File: config.mk
export PLATFORM = sky130hd
export DESIGN_NAME = rrbd_top
export DESIGN_NICKNAME = d
export VERILOG_FILES = /design/src/rrbd_pkg.sv /design/src/rrbd_if.sv /design/src/rrbd_filter.sv /design/src/rrbd_top.sv
export VERILOG_INCLUDE_DIRS = /design/src
export SDC_FILE = /design/constraint.sdc
export NUM_CORES = 1
export LEC_CHECK = 0
export BUFFER_PORTS_ARGS = -buffer_cell sky130_fd_sc_hd__buf_2
export CAP_MARGIN = 40
export CORE_ASPECT_RATIO = 2
export CORE_MARGIN = 2
export CORE_UTILIZATION = 24
export DETAILED_ROUTE_END_ITERATION = 10
export PLACE_DENSITY_LB_ADDON = 0.25
export REMOVE_ABC_BUFFERS = 1
export SKIP_LAST_GASP = 1
export SLEW_MARGIN = 20
export SYNTH_ARGS = -nofsm -noshare
export SYNTH_HDL_FRONTEND = slang
export SYNTH_SLANG_ARGS = --single-unit
export TNS_END_PERCENT = 5
File: constraint.sdc
create_clock -name mclk -period 2 [get_ports mclk]
set_input_delay 0.4 -clock mclk [delete_from_list [all_inputs] [get_ports mclk]]
set_output_delay 0.4 -clock mclk [all_outputs]
set_load 0.05 [all_outputs]
File: src/rrbd_cfg.svh
// register offsets, field positions, reset values and timing counts for the bit-decision block
`ifndef RRBD_CFG_SVH
`define RRBD_CFG_SVH

`define RRBD_OFF_THR      8'h00
`define RRBD_OFF_INC      8'h04
`define RRBD_OFF_MODE     8'h08
`define RRBD_OFF_STAT     8'h0c

`define RRBD_DATH_LSB     8
`define RRBD_DATL_LSB     0
`define RRBD_PO_BIT       7
`define RRBD_NC_LSB       0
`define RRBD_PHM_BIT      24

`define RRBD_ST_LVL_BIT   0
`define RRBD_ST_CYC_LSB   8
`define RRBD_ST_BIT_BIT   16
`define RRBD_ST_PAT_LSB   17

`define RRBD_THR_RST      7'h00
`define RRBD_NC_RST       4'h0
`define RRBD_PO_RST       1'b0
`define RRBD_PHM_RST      1'b0
`define RRBD_LVL_RST      1'b1

`define RRBD_CLK_HZ       40000000
`define RRBD_FS_HZ        32768
`define RRBD_FS_DIV       (`RRBD_CLK_HZ / `RRBD_FS_HZ)

`endif

File: src/rrbd_pkg.sv
// types shared by the bit-decision block
package rrbd_pkg;
  typedef logic [6:0] rrbd_thr_t;
  typedef logic [3:0] rrbd_nc_t;
  typedef logic [7:0] rrbd_cyc_t;
  typedef enum logic [1:0] {
    RRBD_PAT_00 = 2'b00,
    RRBD_PAT_01 = 2'b01,
    RRBD_PAT_10 = 2'b10
  } rrbd_pat_t;
endpackage

File: src/rrbd_if.sv
// link between the decision core and the noise filter
interface rrbd_if;
  import rrbd_pkg::*;
  logic     tick;
  logic     raw;
  rrbd_nc_t nc;
  logic     filt;
  modport core (output tick, output raw, output nc, input filt);
  modport filt_side (input tick, input raw, input nc, output filt);
endinterface

File: src/rrbd_filter.sv
// noise filter on the sampling-clock enable
`include "rrbd_cfg.svh"

module rrbd_filter (
  input wire logic    mclk,
  input wire logic    rst,
  rrbd_if.filt_side   link
);
  import rrbd_pkg::*;

  rrbd_nc_t run_q;
  logic     filt_q;

  wire       differ = link.raw != filt_q;
  rrbd_nc_t  run_nx;
  assign run_nx = run_q + 4'h1;
  // zero count means no cancellation: follow the sample at once
  wire       flip   = differ && ((link.nc == 4'h0) || (run_nx == link.nc));

  always_ff @(posedge mclk) begin
    if (rst) begin
      run_q  <= 4'h0;
      filt_q <= `RRBD_LVL_RST;
    end else if (link.tick) begin
      run_q  <= (flip || !differ) ? 4'h0 : run_nx;
      filt_q <= flip ? link.raw : filt_q;
    end
  end

  assign link.filt = filt_q;

  chk_filter_on_tick: assert property (
    @(posedge mclk) disable iff (rst) $changed(filt_q) |-> $past(link.tick))
    else $error("filter output moved without a sample tick");

  chk_filter_run_len: assert property (
    @(posedge mclk) disable iff (rst)
    $changed(filt_q) && $past(link.nc) != 4'h0 |-> $past(run_q) == $past(link.nc) - 4'h1)
    else $error("filter flipped before the programmed run");

  chk_filter_bypass: assert property (
    @(posedge mclk) disable iff (rst)
    link.tick && link.nc == 4'h0 && link.raw != filt_q |=> filt_q == $past(link.raw))
    else $error("zero cancel count did not pass the sample");
endmodule // rrbd_filter

File: src/rrbd_top.sv
// bit-decision and input-conditioning core of the remote receiver
//
// Contract
// - phase mode: upper 7-bit threshold in bits 14:8; cycle above it gives 10, else the lower threshold decides.
// - lower 7-bit threshold in bits 6:0; cycle longer than it is 1, else 0.
// - phase mode reuses lower threshold; above it gives 01, otherwise 00.
// - upper threshold ignored when phase mode is 0, applied only when 1.
// - bit 7 of conditioning register inverts the remote input when set.
// - 4-bit noise count in bits 3:0; zero disables, 1 to 15 periods filter.
// - phase-mode bit picks cycle modulation (0) or phase modulation (1).
// - input sampled on the low-speed sampling clock; all times count its periods.
// - filter output flips only after that many consecutive opposite samples.
`include "rrbd_cfg.svh"

module rrbd_top #(
  parameter int FS_DIV = `RRBD_FS_DIV
) (
  input  wire logic          mclk,
  input  wire logic          rst,
  input  wire logic          rmt_in,
  input  wire logic [7:0]    addr,
  input  wire logic [31:0]   wr_data,
  input  wire logic          wr_en,
  input  wire logic          rd_en,
  output logic      [31:0]   rd_data_q,
  output logic               filt_level_q,
  output rrbd_pkg::rrbd_cyc_t cycle_q,
  output logic               bit_q,
  output rrbd_pkg::rrbd_pat_t pattern_q,
  output logic               decide_q
);
  import rrbd_pkg::*;

  localparam int DIVW = $clog2(FS_DIV + 1);

  rrbd_if link ();

  rrbd_thr_t       dath_q;
  rrbd_thr_t       datl_q;
  rrbd_nc_t        nc_q;
  logic            po_q;
  logic            phm_q;
  logic [1:0]      sync_q;
  logic [DIVW-1:0] div_q;
  logic            tick_q;
  logic            filt_prev_q;
  rrbd_cyc_t       cnt_q;

  // register decode
  wire wr_thr  = wr_en && addr == `RRBD_OFF_THR;
  wire wr_inc  = wr_en && addr == `RRBD_OFF_INC;
  wire wr_mode = wr_en && addr == `RRBD_OFF_MODE;

  always_ff @(posedge mclk) begin
    if (rst) begin
      dath_q <= `RRBD_THR_RST;
      datl_q <= `RRBD_THR_RST;
      nc_q   <= `RRBD_NC_RST;
      po_q   <= `RRBD_PO_RST;
      phm_q  <= `RRBD_PHM_RST;
    end else begin
      // only the defined fields are stored; other bits are dropped
      if (wr_thr) begin
        dath_q <= wr_data[`RRBD_DATH_LSB +: 7];
        datl_q <= wr_data[`RRBD_DATL_LSB +: 7];
      end
      if (wr_inc) begin
        po_q <= wr_data[`RRBD_PO_BIT];
        nc_q <= wr_data[`RRBD_NC_LSB +: 4];
      end
      if (wr_mode) begin
        phm_q <= wr_data[`RRBD_PHM_BIT];
      end
    end
  end

  // read mux: reserved bits are zero, data valid only the cycle after the strobe
  logic [31:0] rd_mux;
  always_comb begin
    rd_mux = 32'h0000_0000;
    unique case (addr)
      `RRBD_OFF_THR: begin
        rd_mux[`RRBD_DATH_LSB +: 7] = dath_q;
        rd_mux[`RRBD_DATL_LSB +: 7] = datl_q;
      end
      `RRBD_OFF_INC: begin
        rd_mux[`RRBD_PO_BIT]       = po_q;
        rd_mux[`RRBD_NC_LSB +: 4]  = nc_q;
      end
      `RRBD_OFF_MODE: begin
        rd_mux[`RRBD_PHM_BIT] = phm_q;
      end
      `RRBD_OFF_STAT: begin
        rd_mux[`RRBD_ST_LVL_BIT]     = filt_level_q;
        rd_mux[`RRBD_ST_CYC_LSB +: 8] = cycle_q;
        rd_mux[`RRBD_ST_BIT_BIT]     = bit_q;
        rd_mux[`RRBD_ST_PAT_LSB +: 2] = pattern_q;
      end
      default: rd_mux = 32'h0000_0000;
    endcase
  end

  always_ff @(posedge mclk) begin
    if (rst) begin
      rd_data_q <= 32'h0000_0000;
    end else begin
      rd_data_q <= rd_en ? rd_mux : 32'h0000_0000;
    end
  end

  // pin is asynchronous: two flops before anything looks at it
  always_ff @(posedge mclk) begin
    if (rst) begin
      sync_q <= 2'b11;
    end else begin
      sync_q <= {sync_q[0], rmt_in};
    end
  end

  // sampling-clock enable; the divide rounds down, a slightly fast sample rate
  wire div_end = div_q == DIVW'(FS_DIV - 1);
  always_ff @(posedge mclk) begin
    if (rst) begin
      div_q  <= '0;
      tick_q <= 1'b0;
    end else begin
      div_q  <= div_end ? '0 : div_q + DIVW'(1);
      tick_q <= div_end;
    end
  end

  assign link.tick = tick_q;
  assign link.raw  = sync_q[1] ^ po_q;
  assign link.nc   = nc_q;

  rrbd_filter u_filter (
    .mclk (mclk),
    .rst  (rst),
    .link (link)
  );

  // cycle measured falling edge to falling edge in sampling periods
  wire       fall     = filt_prev_q && !link.filt;
  wire       cnt_full = cnt_q == 8'hff;
  wire       over_l   = cnt_q > {1'b0, datl_q};
  wire       over_h   = cnt_q > {1'b0, dath_q};
  rrbd_pat_t pat_d;
  // upper threshold only takes part in phase mode
  assign pat_d = !phm_q ? RRBD_PAT_00 :
                 over_h ? RRBD_PAT_10 :
                 over_l ? RRBD_PAT_01 : RRBD_PAT_00;

  always_ff @(posedge mclk) begin
    if (rst) begin
      filt_prev_q <= `RRBD_LVL_RST;
      cnt_q       <= 8'h00;
    end else begin
      filt_prev_q <= link.filt;
      if (fall) begin
        cnt_q <= 8'h00;
      end else if (tick_q && !cnt_full) begin
        cnt_q <= cnt_q + 8'h01;
      end
    end
  end

  always_ff @(posedge mclk) begin
    if (rst) begin
      filt_level_q <= `RRBD_LVL_RST;
      cycle_q      <= 8'h00;
      bit_q        <= 1'b0;
      pattern_q    <= RRBD_PAT_00;
      decide_q     <= 1'b0;
    end else begin
      filt_level_q <= link.filt;
      decide_q     <= fall;
      if (fall) begin
        cycle_q   <= cnt_q;
        bit_q     <= over_l;
        pattern_q <= pat_d;
      end
    end
  end

  chk_bit_decide: assert property (
    @(posedge mclk) disable iff (rst)
    fall |=> decide_q && bit_q == ($past(cnt_q) > {1'b0, $past(datl_q)}))
    else $error("data bit decision wrong");

  chk_pat_upper: assert property (
    @(posedge mclk) disable iff (rst)
    fall && phm_q && cnt_q > {1'b0, dath_q} |=> pattern_q == RRBD_PAT_10)
    else $error("long phase cycle not decided as 10");

  chk_pat_middle: assert property (
    @(posedge mclk) disable iff (rst)
    fall && phm_q && cnt_q <= {1'b0, dath_q} && cnt_q > {1'b0, datl_q}
    |=> pattern_q == RRBD_PAT_01)
    else $error("middle phase cycle not decided as 01");

  chk_pat_short: assert property (
    @(posedge mclk) disable iff (rst)
    fall && phm_q && cnt_q <= {1'b0, datl_q} && cnt_q <= {1'b0, dath_q}
    |=> pattern_q == RRBD_PAT_00)
    else $error("short phase cycle not decided as 00");

  chk_cycle_mode: assert property (
    @(posedge mclk) disable iff (rst)
    fall && !phm_q |=> pattern_q == RRBD_PAT_00 && cycle_q == $past(cnt_q))
    else $error("upper threshold used outside phase mode");

  chk_input_invert: assert property (
    @(posedge mclk) disable iff (rst)
    $stable(po_q) && !$past(rst, 2) |-> link.raw == ($past(rmt_in, 2) ^ po_q))
    else $error("input polarity or synchroniser delay wrong");

  chk_tick_spacing: assert property (
    @(posedge mclk) disable iff (rst) tick_q |=> !tick_q [*8])
    else $error("sampling enable too frequent");

  chk_thr_reserved: assert property (
    @(posedge mclk) disable iff (rst)
    rd_en && addr == `RRBD_OFF_THR |=> (rd_data_q & 32'hffff_8080) == 32'h0000_0000)
    else $error("reserved threshold bits read nonzero");

  chk_inc_reserved: assert property (
    @(posedge mclk) disable iff (rst)
    rd_en && addr == `RRBD_OFF_INC |=> (rd_data_q & 32'hffff_ff70) == 32'h0000_0000)
    else $error("reserved conditioning bits read nonzero");

  chk_read_window: assert property (
    @(posedge mclk) disable iff (rst) !$past(rd_en) |-> rd_data_q == 32'h0000_0000)
    else $error("read data outside its cycle");
endmodule // rrbd_top

# Word-level counts from Yosys, hierarchy flattened
# Index checks and enable logic that the tools add are counted.
[word_totals] reg_bits=92 inputBits=45 output_inout_bits=45
[classes] n_addsub=3 n_lt_le_gt_ge=2 eq_ne=7 muxes=7 bitwise_logic=6 reduce_logical=21
[op_table] op="== test 8 x 4 -> 1 bit, second input constant" count=2
[op_table] op="greater-than comparator 8 x 7 -> 1 bit" count=2
[op_table] op="one-hot mux 7 bit (2 select lines)" count=1
[op_table] op="OR reduction 3 bit" count=4
[op_table] op="adder 11 x 1 -> 11 bit, second input constant" count=1
[op_table] op="== test 11 bit, second input constant" count=1
[op_table] op="adder 8 x 1 -> 8 bit, second input constant" count=1
[op_table] op="== test 8 x 3 -> 1 bit, second input constant" count=1
[op_table] op="== test 8 bit, second input constant" count=1
[op_table] op="logical NOT 8 bit" count=1
[op_table] op="logical AND 1 bit" count=6
[op_table] op="one-hot mux 3 bit (2 select lines)" count=1
[op_table] op="OR reduction 2 bit" count=3
[op_table] op="inverter 1 bit" count=5
[op_table] op="adder 4 x 1 -> 4 bit, second input constant" count=1
[op_table] op="== test 4 bit" count=1
[op_table] op="logical NOT 4 bit" count=1
[op_table] op="two-way mux 2 bit" count=2
[op_table] op="two-way mux 4 bit" count=1
[op_table] op="logical NOT 1 bit" count=3
[op_table] op="one-hot mux 1 bit (3 select lines)" count=1
[op_table] op="logical OR 1 bit" count=2
[op_table] op="AND reduction 2 bit" count=1
[op_table] op="two-way mux 1 bit" count=1
[op_table] op="other kinds (2)" count=2

# Depth between registers and ports, before layout
# Gate-level depths: netlist of the first run.
[logic_depth] ltp_word=6 mapped_depth=7

# By module
# From an unflattened synthesis of the first run, not the netlist that was laid out.
[unflattened] hier_cells=350 area_unflattened_um2=3425.8
[by_module_without_submodules] module="rrbd_top" instances=1 cells_per_inst=312 area_each_um2=3098.0 seq_area_each_um2=1501.4
[by_module_without_submodules] module="rrbd_filter" instances=1 cells_per_inst=38 area_each_um2=327.8 seq_area_each_um2=100.1

# Least setup slack after synthesis of the first run
# No wires, ideal clock.
[synth_path] kind="reg2reg" start="register cnt_q[2]" end="register pattern_q[0]" setup_ns=0.063 arrival_ns=1.806 path_slack_ns=0.131 path_stages_with_launch=7 path_buffers=0 synth_period_minus_slack_ns=1.869 cell_sequence="dfxtp_1 > ha_1 > a21o_1 > a221o_1 > a2111oi_0 > a31o_1 > a32o_1"
[synth_via] elab_chain_cells=4 word_cells_on_any_way=5 cone_classes="order compare (2); mux (3)"
[synth_rtl] item="start, declared" line_no="rrbd_top.sv:47" rtl="rrbd_cyc_t cnt_q;"
[synth_rtl] item="start signal, assigned" line_no="rrbd_top.sv:162" rtl="cnt_q <= cnt_q + 8'h01;"
[synth_rtl] item="greater-than comparator 8 x 7 -> 1 bit" line_no="rrbd_top.sv:145" rtl="wire over_l = cnt_q > {1'b0, datl_q};"
[synth_rtl] item="two-way mux 1 bit" line_no="rrbd_top.sv:151" rtl="over_l ? RRBD_PAT_01 : RRBD_PAT_00;"
[synth_rtl] item="two-way mux 2 bit (*)" line_no="rrbd_top.sv:150" rtl="over_h ? RRBD_PAT_10 :"
[synth_rtl] item="two-way mux 2 bit (*)" line_no="rrbd_top.sv:149" rtl="assign pat_d = !phm_q ? RRBD_PAT_00 :"
[synth_rtl] item="end signal, assigned" line_no="rrbd_top.sv:180" rtl="pattern_q <= pat_d;"
[synth_rtl] item="end, declared" line_no="rrbd_top.sv:29" rtl="output rrbd_pkg::rrbd_pat_t pattern_q,"
# Every way passes the cells marked *; elsewhere a longest branch is shown, timed or not.
# A chain may end at the register's enable or synchronous reset.

# Final worst setup path of the first run
[layout_path] start="register dath_q[2]" end="register pattern_q[0]"
[layout_via] elab_chain_cells=3
[layout_rtl] item="start, declared" line_no="rrbd_top.sv:38" rtl="rrbd_thr_t dath_q;"
[layout_rtl] item="start signal, assigned" line_no="rrbd_top.sv:56" rtl="dath_q <= `RRBD_THR_RST;"
[layout_rtl] item="start signal, assigned" line_no="rrbd_top.sv:64" rtl="dath_q <= wr_data[`RRBD_DATH_LSB +: 7];"
[layout_rtl] item="greater-than comparator 8 x 7 -> 1 bit" line_no="rrbd_top.sv:146" rtl="wire over_h = cnt_q > {1'b0, dath_q};"
[layout_rtl] item="two-way mux 2 bit" line_no="rrbd_top.sv:150"
[layout_rtl] item="two-way mux 2 bit" line_no="rrbd_top.sv:149"
# No other way between the ends.

==> results.py, run 1 <==
metrics = {
    "outcome": {
        "status": "finished, final reports clean",
    },
    "floorplanning": {
        "die_height_um": 173,
        "core_area_sq_um": 13900,
        "die_w_um": 88.3,
        "placementRows": 61,
        "ios": 90,
        "initial_core_util_pct": 24.6,
        "dieArea_sq_um": 15200,
    },
    "power": {
        "power_mw": 3.29,
        "p_leak_nw": 1.83,
        "ir_worst_vdd_v": 0.000318,
        "power.density_nw_per_um2": 766,
    },
    "synthesis": {
        "ys_async_sr_fraction_pct": 0,
        "synthCells": 343,
        "synth_area_leader_cell": "dfxtp_1",
        "syn_avg_cell_area_sq_um": 9.94,
        "synth_edf_count": 0,
        "ys_types": 47,
        "synth_warnings": 0,
        "synth.ff_latch_count": 80,
        "mappedNetlistArea_sq_um": 3410,
        "synth_flop_cell": "dfxtp_1",
        "synth_seq_area_share_pct": 47.0,
        "synth_top_area_share_pct": 47.0,
        "synth.top_cells.by_area": "dfxtp_1 (47%), mux2i_1 (6.5%), ha_1 (6.2%), nor2_1 (5.4%), a22o_1 (4.6%)",
    },
    "worst_setup_path": {
        "cpLargestDelayFamily": "compound AO/OA/AOI/OAI gates",
        "worstSetupPathType": "flip-flop to flip-flop",
        "cp.required_ns": 2.27,
        "worst-path-buf-inv": 1,
        "crit_start": "dath_q[2]$_SDFFE_PP0P_",
        "r2r-start": "dath_q[2]$_SDFFE_PP0P_",
        "slowest_delay_ns": 0.37,
        "crit_arrival_ns": 2.21,
        "path_cells": "inv_1 > ha_1 > a21o_1 > a221o_1 > a2111oi_2 > a31o_1 > a32o_1",
        "crit_fanout": 2,
        "crit_path_end_kind": "flip-flop",
        "critPathLaunchType": "flip-flop",
        "rrSetupSlack_ns": 0.06,
        "cp_slowest_cell": "a221o_1",
    },
    "layout": {
        "fin_nets": 484,
        "antenna_cells": 0,
        "post-route-util_pct": 30.9,
        "layout_common_cells": "dfxtp_1 (79), buf_2 (61), nor2_1 (49)",
        "nFillCells": 1515,
        "mostFrequentLayoutCell": "dfxtp_1",
        "area_growth_pct": 26.0,
        "fin_cells": 616,
        "drive_above_1_share_pct": 24.6,
    },
    "route": {
        "drc": 0,
        "first_iter_violations": 61,
        "routedWlPerCell_um": 13.4,
        "viasPerCell": 4.17,
        "firstDrtPassIters": 4,
        "routed_wl_um": 8270,
        "antenna_left": 0,
        "vias": 2569,
    },
    "run": {
        "drv_cap": 0,
    },
    "global_route": {
        "grt_max_degree": 21,
        "grt_pass1_wl_um": 13100,
        "grt_overflow": 0,
        "antenna_found_initial": 0,
        "grt_pass1_vias": 2615,
        "grt_usage_pct": 11.4,
    },
    "clock_network": {
        "clk_pin_slew_ns": 0.06,
        "ctsRootBufferMaster": "clkbuf_16",
        "cts_tree": "built",
        "numCtsBuffers": 9,
        "clock-sinks": 80,
        "cts_max_level": 3,
        "clk_latency_ns": 0.33,
        "hold_buffers": 0,
        "cts.path.max_buffers": 2,
    },
    "timing": {
        "fin_setup_tns_ns": 0,
        "hold_violations": 0,
        "slew_viol_final": 0,
        "setup_viol": 0,
        "finalCriticalPeriod_ns": 1.94,
        "max_freq_mhz": 514,
        "skew_ns": 0.00503,
        "timing.hold.ws_ns": 0.254,
        "rsz0062_at_grt": "true",
        "tightest_slew_ns": 0.509,
        "finalCritPeriodShare_pct": 97.2,
        "slew_headroom_pct": 66.1,
    },
    "placed_design": {
        "gp_congestion": 0.736,
        "place_inst": 599,
        "port_buffers": 61,
        "dpl.hpwl_um": 6320,
    },
    "hold_path": {
        "hold_path_class": "input port to flip-flop",
        "holdCritStartpoint": "rmt_in",
    },
}
## area by class of cell
type | instances | area (sq um) | share of cell area (%)
well taps | 189 | 236 | 5.50
multi-input cells | 233 | 1650 | 38.4
clock buffers | 11 | 253 | 5.88
inverters | 19 | 71.3 | 1.66
repair buffers | 79 | 453 | 10.5
clock inverters | 5 | 31.3 | 0.728
flip-flops and latches | 80 | 1600 | 37.3
## synth_stat cells, drive strengths merged, types with 2 or more instances
cell type and number:
a22o 18, nor2b 2, nor3 2, nand4b 2, xor2 14, nand4 7
a21oi 6, clkbuf 7, inv 19, and2 7, nor2 50, nand2b 2
nor3b 2, a31oi 4, nor4 6, xnor2 10, dfxtp 80, nand3 9
nand3b 4, nand2 12, and3 6, a21o 5, buf 15, ha 17
o21ai 2, or2 2, mux2i 22
## worst paths after layout
| path | cells after the start | endpoint |
|---|---|---|
| max | 7 | pattern_q[0]$_SDFFE_PP0P_ |
| min | 2 | sync_q[0]$_SDFF_PP1_ |
| max reg2reg | 7 | pattern_q[0]$_SDFFE_PP0P_ |
| min reg2reg | 1 | sync_q[1]$_SDFF_PP1_ |
## kinds of logic after synthesis
family / after synthesis / synth area share [%]
AO/OA/AOI/OAI: 43 / 10.1
XOR/XNOR: 24 / 6.16
adder cells (fa/ha/maj): 17 / 6.24
buffers and inverters: 41 / 6.09
flip-flops: 80 / 47.0
multiplexers: 22 / 6.46
other: 1 / 0.110
AND/OR/NAND/NOR: 115 / 17.9
## report_power, final
| part | total, mW | internal (mW) | switching, mW |
|---|---|---|---|
| Clock | 1.55 | 0.903 | 0.642 |
| Combinational | 0.139 | 0.0396 | 0.0993 |
| Sequential | 1.61 | 1.60 | 0.00576 |
| Total | 3.29 | 2.54 | 0.747 |
## routing by layer
metal	global-route usage, %	vias up	share of wire, %
met4	4.73	0	1.8
met1	11.6	1194	38
met2	21.3	46	57
met3	2.53	10	3.2
li1	-	1319	-
met5	0	-	0
## registers in the layout, indices dropped and copies added (netlist names)
name and flops:
decide_q 1, bit_q 1, u_filter.link.filt 1, link.nc 4
sync_q 2, u_filter.run_q 4, filt_level_q 1, rd_data_q 20
cnt_q 8, cycle_q 8, div_q 11, dath_q 7
phm_q 1, link.tick 1, pattern_q 2, po_q 1
datl_q 7
## worst reg2reg max path: stages, from the launching register on
cell and delay (ns):
dfxtp_1 0.33, inv_1 0.04, ha_1 0.29, a21o_1 0.18, a221o_1 0.37, a2111oi_2 0.31
a31o_1 0.19, a32o_1 0.17
## metrics by stage
stage	instance area, sq um	worst slack, ns
2_1_floorplan	3320	0.0750
3_3_place_gp	3990	0.00989
3_5_place_dp	4000	-0.0114
4_1_cts	4290	0.0305
5_1_grt	4300	-0.0405
6_report	4300	0.0562
## repair_timing
| action | 4_1_cts | 5_1_grt |
|---|---|---|
| endpoints found under the setup margin | 1 | 4 |
| buffers inserted | 0 | 1 |
| pin swaps | 0 | 1 |
| resized for setup | 2 | 1 |
| cloned | 0 | 0 |
No activity file was read; power rests on OpenSTA's default activity.
==> run 2: changes to the inputs <==
--- a/config.mk
+++ b/config.mk
@@ -6,6 +6,7 @@
 export SDC_FILE = /design/constraint.sdc
 export NUM_CORES = 1
 export LEC_CHECK = 0
+export ABC_AREA = 1
 export BUFFER_PORTS_ARGS = -buffer_cell sky130_fd_sc_hd__buf_2
 export CAP_MARGIN = 40
 export CORE_ASPECT_RATIO = 2
==> constraint.sdc (replaced) <==
create_clock -name mclk -period 1.95 [get_ports mclk]
set_input_delay 0.39 -clock mclk [delete_from_list [all_inputs] [get_ports mclk]]
set_output_delay 0.39 -clock mclk [all_outputs]
set_load 0.005 [all_outputs]
==> run 2 against run 1 <==
Net effect: synthesized area up 3.6%; synthesized cell count up 30%; clock-buffer cell count down 2; hold slack worse by 0.012 ns; wire length up 15%; utilization down 0.50 points; fmax up 15%; critical path type unchanged; critical endpoint is now u_filter.link.filt$_SDFFE_PP1P_.
==> results.py, run 2 <==
metrics = {
    "layout": {
        "largestRegisters": "rd_data_q (20), div_q (11)",
        "design_area_sq_um": 4370,
        "largest_register_ffs": 20,
        "mostFrequentLayoutCell": "dfxtp_1",
        "antenna_cells": 0,
        "fin_nets": 579,
        "drive_above_1_share_pct": 19.7,
        "layout_common_cells": "dfxtp_1 (80), inv_1 (66), buf_2 (61)",
        "post-route-util_pct": 30.4,
        "regMostFlops": "rd_data_q",
        "area_growth_pct": 23.6,
    },
    "timing": {
        "slew_headroom_pct": 62.7,
        "rsz0062_at_grt": "false",
        "finalCritPeriodShare_pct": 86.8,
        "max_freq_mhz": 591,
        "slew_viol_final": 0,
        "skew_ns": 0.00597,
        "finalCriticalPeriod_ns": 1.69,
        "fin_setup_tns_ns": 0,
        "tightest_slew_ns": 0.555,
        "hold_violations": 0,
        "setup_viol": 0,
    },
    "synthesis": {
        "synth_top_cells_by_count": "dfxtp_1 (80), inv_1 (66), nand2_1 (58), nor2_1 (41)",
        "synth_seq_area_share_pct": 45.3,
        "synth_warnings": 0,
        "synth_top_area_share_pct": 45.3,
        "mappedNetlistArea_sq_um": 3530,
        "syn_avg_cell_area_sq_um": 7.92,
        "synth_area_leader_cell": "dfxtp_1",
        "synth.ff_latch_count": 80,
        "synth_flop_cell": "dfxtp_1",
        "synth.top_cells.by_area": "dfxtp_1 (45%), inv_1 (7.0%), nand2_1 (6.2%), ha_1 (6.0%), a21oi_1 (5.0%)",
        "ys_async_sr_fraction_pct": 0,
        "synthCells": 446,
        "synth_edf_count": 0,
        "yosys.cell_count.top_type": "dfxtp_1",
        "ys_types": 32,
    },
    "clock_network": {
        "clock-sinks": 80,
        "cts_tree": "built",
        "cts_setup_buffers": 0,
        "cts.path.max_buffers": 2,
        "numCtsBuffers": 9,
        "hold_buffers": 0,
        "clk_latency_ns": 0.34,
        "ctsRootBufferMaster": "clkbuf_16",
        "post_cts_resized": 0,
        "cts_max_level": 3,
        "clk_pin_slew_ns": 0.06,
    },
    "power": {
        "ir_worst_vdd_v": 0.000448,
        "p_seq_share_pct": 45.6,
        "p_clk_share_pct": 51.3,
        "power.density_nw_per_um2": 826,
        "switchingPower_mw": 0.789,
        "pwr-share-comb_pct": 3.0,
        "switching_share_pct": 21.8,
        "p_leak_nw": 1.87,
        "cellInternalPower_mw": 2.82,
    },
    "global_route": {
        "grt_usage_pct": 12.3,
        "antenna_found_initial": 0,
        "grt_max_degree": 23,
        "grt_overflow": 0,
        "grt_pass1_wl_um": 15000,
        "grt_pass1_vias": 3060,
    },
    "worst_setup_path": {
        "crit_arrival_ns": 1.91,
        "crit_path_end_kind": "flip-flop",
        "worstSetupPathType": "flip-flop to flip-flop",
        "crit_fanout": 7,
        "critPathLaunchType": "flip-flop",
        "cp.required_ns": 2.17,
    },
    "route": {
        "first_iter_violations": 117,
        "vias": 3114,
        "routed_wl_um": 9540,
        "drc": 0,
        "viasPerCell": 4.36,
        "routedWlPerCell_um": 13.4,
        "firstDrtPassIters": 4,
        "antenna_left": 0,
    },
    "floorplanning": {
        "die_w_um": 89.8,
        "placementRows": 62,
        "ios": 90,
        "core_area_sq_um": 14400,
        "dieArea_sq_um": 15800,
        "initial_core_util_pct": 24.6,
        "die_height_um": 176,
    },
    "placed_design": {
        "dpl.hpwl_um": 7660,
        "gp_congestion": 0.810,
        "dpl_cell_area_sq_um": 4040,
        "port_buffers": 61,
    },
    "outcome": {
        "status": "finished, final reports clean",
    },
    "run": {
        "drv_cap": 0,
    },
    "hold_path": {
        "hold_path_class": "input port to flip-flop",
    },
}
==> run 2: cell families (layout without fill, tap and decap cells) <==
| kind of cell | count (synthesis) | count (layout) | share of synthesized area, % |
|---|---|---|---|
| XOR/XNOR | 5 | 5 | 1.24 |
| AO/OA/AOI/OAI | 91 | 91 | 14.1 |
| buffers and inverters | 90 | 155 | 11.6 |
| adder cells (fa/ha/maj) | 17 | 17 | 6.02 |
| other | 1 | 12 | 0.106 |
| flip-flops | 80 | 80 | 45.3 |
| AND/OR/NAND/NOR | 162 | 162 | 21.7 |
==> run 2: path summary, 6_finish.rpt <==
path                                   from                              end  slack, ns  depth (start not counted)
max          u_filter.run_q[0]$_SDFFE_PP0P_  u_filter.link.filt$_SDFFE_PP1P_       0.26                          9
min                                  rmt_in             sync_q[0]$_SDFF_PP1_       0.24                          2
max reg2reg  u_filter.run_q[0]$_SDFFE_PP0P_  u_filter.link.filt$_SDFFE_PP1P_       0.26                          9
min reg2reg            sync_q[0]$_SDFF_PP1_             sync_q[1]$_SDFF_PP1_       0.41                          1
==> run 2: power groups by stage <==
| stage | sequential, mW | clock [mW] | combinational (mW) |
|---|---|---|---|
| 6_report | 1.65 | 1.85 | 0.110 |
| 5_1_grt | 1.65 | 1.96 | 0.123 |
| 4_1_cts | 1.65 | 1.90 | 0.112 |
| 3_5_place_dp | 1.68 | 0 | 0.111 |
| 3_3_place_gp | 1.68 | 0 | 0.109 |
| 2_1_floorplan | 1.68 | 0 | 0.0507 |
==> run 2: layout make-up <==
| type | instances | area [sq um] |
|---|---|---|
| well taps | 192 | 240 |
| clock buffers | 9 | 225 |
| flip-flops and latches | 80 | 1600 |
| inverters | 68 | 255 |
| fillers | 1539 | 9980 |
| multi-input cells | 287 | 1560 |
| repair buffers | 71 | 380 |
| clock inverters | 7 | 100 |
==> run 2: through the flow <==
step | power (mW) | cells | hold WS [ns] | setup WS (ns)
floorplan | 1.73 | 435 | 0.389 | 0.469
global placement | 1.79 | 698 | 0.405 | 0.217
detailed placement | 1.80 | 698 | 0.400 | 0.227
CTS | 3.66 | 714 | 0.232 | 0.210
global route | 3.73 | 714 | 0.235 | 0.0621
finish | 3.61 | 714 | 0.242 | 0.257
==> run 2: worst max-delay path, stage by stage (launching register included) <==
cell and delay (ns):
dfxtp_1 0.46, ha_1 0.31, xnor2_1 0.14, nand2_1 0.07, nor2_1 0.10, nand3_1 0.18, nand2_1 0.14, nand2_1 0.06
nand2_1 0.06, nand3_1 0.06
==> run 2: metal layers <==
layer / GRT usage, % / wire (um)
met2: 25.4 / 5700
met3: 2.79 / 316
met5: 0 / 0
met1: 10.6 / 3220
met4: 6.35 / 311
==> run 3: changes to the inputs <==
--- a/config.mk
+++ b/config.mk
@@ -6,7 +6,6 @@
 export SDC_FILE = /design/constraint.sdc
 export NUM_CORES = 1
 export LEC_CHECK = 0
-export ABC_AREA = 1
 export BUFFER_PORTS_ARGS = -buffer_cell sky130_fd_sc_hd__buf_2
 export CAP_MARGIN = 40
 export CORE_ASPECT_RATIO = 2
@@ -15,7 +14,6 @@
 export DETAILED_ROUTE_END_ITERATION = 10
 export PLACE_DENSITY_LB_ADDON = 0.25
 export REMOVE_ABC_BUFFERS = 1
-export SKIP_LAST_GASP = 1
 export SLEW_MARGIN = 20
 export SYNTH_ARGS = -nofsm -noshare
 export SYNTH_HDL_FRONTEND = slang
==> run 3 against run 2 <==
Net effect: setup slack got worse by 0.17 ns; die area fell by 3.4%; power fell by 1.4%; sequential share of layout area fell by 0.35 points; critical endpoint is now pattern_q[0]$_SDFFE_PP0P_; via count fell by 16%; global-route usage fell by 0.80 points; critical path depth fell by 2; critical path type unchanged.
==> results.py, run 3 (same netlist as run 1, synthesis figures left out) <==
metrics = {
    "worst_setup_path": {
        "r2r-start": "dath_q[2]$_SDFFE_PP0P_",
        "rrSetupSlack_ns": 0.09,
        "crit_fanout": 2,
        "cp.required_ns": 2.22,
        "crit_arrival_ns": 2.14,
        "crit_path_end_kind": "flip-flop",
        "worstRegToRegCells": 7,
        "r2r_end": "pattern_q[0]$_SDFFE_PP0P_",
        "worstSetupPathType": "flip-flop to flip-flop",
        "critPathLaunchType": "flip-flop",
    },
    "power": {
        "switchingPower_mw": 0.721,
        "pwr-share-comb_pct": 2.7,
        "ir_worst_vdd_v": 0.000404,
        "p_leak_nw": 1.88,
        "p_clk_share_pct": 51.0,
        "cellInternalPower_mw": 2.84,
        "p_seq_share_pct": 46.3,
        "power.density_nw_per_um2": 805,
        "switching_share_pct": 20.2,
    },
    "clock_network": {
        "hold_buffers": 0,
        "cts.path.max_buffers": 2,
        "clock-sinks": 80,
        "cts_tree": "built",
        "clk_latency_ns": 0.33,
        "numCtsBuffers": 9,
        "clk_pin_slew_ns": 0.06,
        "cts_max_level": 3,
        "ctsRootBufferMaster": "clkbuf_16",
    },
    "global_route": {
        "grt_usage_pct": 11.5,
        "antenna_found_initial": 0,
        "grt_pass1_vias": 2701,
        "grt_pass1_wl_um": 13400,
        "grt_overflow": 0,
        "grt_max_degree": 21,
    },
    "timing": {
        "finalCriticalPeriod_ns": 1.86,
        "finalCritPeriodShare_pct": 95.5,
        "setup_viol": 0,
        "slew_viol_final": 0,
        "max_freq_mhz": 537,
        "skew_ns": 0.00824,
        "hold_violations": 0,
        "tightest_slew_ns": 0.534,
        "rsz0062_at_grt": "true",
        "slew_headroom_pct": 64.4,
        "fin_setup_tns_ns": 0,
    },
    "layout": {
        "largest_register_ffs": 20,
        "mostFrequentLayoutCell": "dfxtp_1",
        "nFillCells": 1484,
        "design_area_sq_um": 4420,
        "antenna_cells": 0,
        "layout_common_cells": "dfxtp_1 (76), buf_2 (61), nor2_1 (49)",
        "fin_cells": 620,
        "drive_above_1_share_pct": 26.5,
        "fin_nets": 488,
        "regMostFlops": "rd_data_q",
        "largestRegisters": "rd_data_q (20), div_q (11)",
        "area_growth_pct": 29.7,
    },
    "run": {
        "drv_cap": 0,
    },
    "floorplanning": {
        "dieArea_sq_um": 15200,
        "die_height_um": 173,
        "core_area_sq_um": 13900,
        "initial_core_util_pct": 24.6,
        "placementRows": 61,
        "ios": 90,
        "die_w_um": 88.3,
    },
    "route": {
        "antenna_left": 0,
        "routed_wl_um": 8350,
        "vias": 2616,
        "drc": 0,
        "viasPerCell": 4.22,
        "first_iter_violations": 54,
        "firstDrtPassIters": 4,
        "routedWlPerCell_um": 13.5,
    },
    "placed_design": {
        "gp_congestion": 0.738,
        "port_buffers": 61,
        "dpl.hpwl_um": 6290,
        "place_inst": 602,
        "dpl_cell_area_sq_um": 4030,
    },
    "outcome": {
        "status": "finished, final reports clean",
    },
    "hold_path": {
        "hold_path_class": "input port to flip-flop",
        "holdCritStartpoint": "rmt_in",
        "hold_depth": 2,
        "min_to": "sync_q[0]$_SDFF_PP1_",
    },
}
run 3: cell count changes in the layout (fill, tap and decap cells not counted), sizes merged, moves of 10 or more:
cell,delta
a22o,+18
o22ai,-14
xor2,+10
a21oi,-29
nand2,-46
inv,-52
mux2i,+22
buf,+12
o21ai,-33
nor3,-19
run 3: worst max-delay path, cell delays in order (launching register included):
cell and delay (ns):
dfxtp_2 0.32, inv_1 0.08, ha_4 0.20, a21o_1 0.17, a221o_1 0.38, a2111oi_4 0.30, a31o_1 0.19, a32o_1 0.17
run 3: layout make-up:
type	count	area (sq um)	share of cell area, %
Inverter	19	71.3	1.61
Multi-Input combinational cell	233	1690	38.2
Sequential cell	80	1610	36.3
Clock buffer	11	243	5.49
Tap cell	189	236	5.35
Timing Repair Buffer	83	495	11.2
Clock inverter	5	78.8	1.78
run 3: how the worst max path moves through the flow:
| stage | from | to | slack [ns] | depth (start not counted) |
|---|---|---|---|---|
| 2_1_floorplan | addr[5] | dath_q[0]$_SDFFE_PP0P_ | 0.04 | 5 |
| 3_3_place_gp | dath_q[2]$_SDFFE_PP0P_ | pattern_q[0]$_SDFFE_PP0P_ | -0.04 | 7 |
| 3_5_place_dp | dath_q[3]$_SDFFE_PP0P_ | pattern_q[0]$_SDFFE_PP0P_ | -0.08 | 7 |
| 4_1_cts | dath_q[1]$_SDFFE_PP0P_ | pattern_q[0]$_SDFFE_PP0P_ | 0.002 | 7 |
| 5_1_grt | dath_q[2]$_SDFFE_PP0P_ | pattern_q[0]$_SDFFE_PP0P_ | 0.0005 | 7 |
| 6_report | dath_q[2]$_SDFFE_PP0P_ | pattern_q[0]$_SDFFE_PP0P_ | 0.09 | 7 |
run 3: metrics by stage:
step	util [%]	setup slack, ns	hold slack, ns	total power, mW
final	31.8	0.0885	0.249	3.56
after detailed placement	29.0	-0.0848	0.399	1.78
after global routing	31.8	0.000498	0.256	3.70
after floorplan	-	0.0350	0.389	1.72
after CTS	31.7	0.00167	0.237	3.62
after global placement	29.0	-0.0389	0.391	1.78
run 3: timing repair:
item / 4_1_cts / 5_1_grt
buffers inserted: 1 / 1
endpoints found under the setup margin: 2 / 6
resized for setup: 9 / 1
pin swaps: 6 / 3
run 3: power by group through the flow:
stage | clock network (mW) | logic (mW) | registers [mW]
4_1_cts | 1.87 | 0.0996 | 1.65
3_3_place_gp | 0 | 0.0956 | 1.68
3_5_place_dp | 0 | 0.0990 | 1.68
6_report | 1.81 | 0.0976 | 1.65
5_1_grt | 1.94 | 0.110 | 1.65
2_1_floorplan | 0 | 0.0372 | 1.68
run 3: layer usage:
layer / routed length [um] / track usage [%]
met1: 3100 / 11.5
met2: 4800 / 21.6
met3: 305 / 2.72
met4: 141 / 4.80
met5: 0 / 0
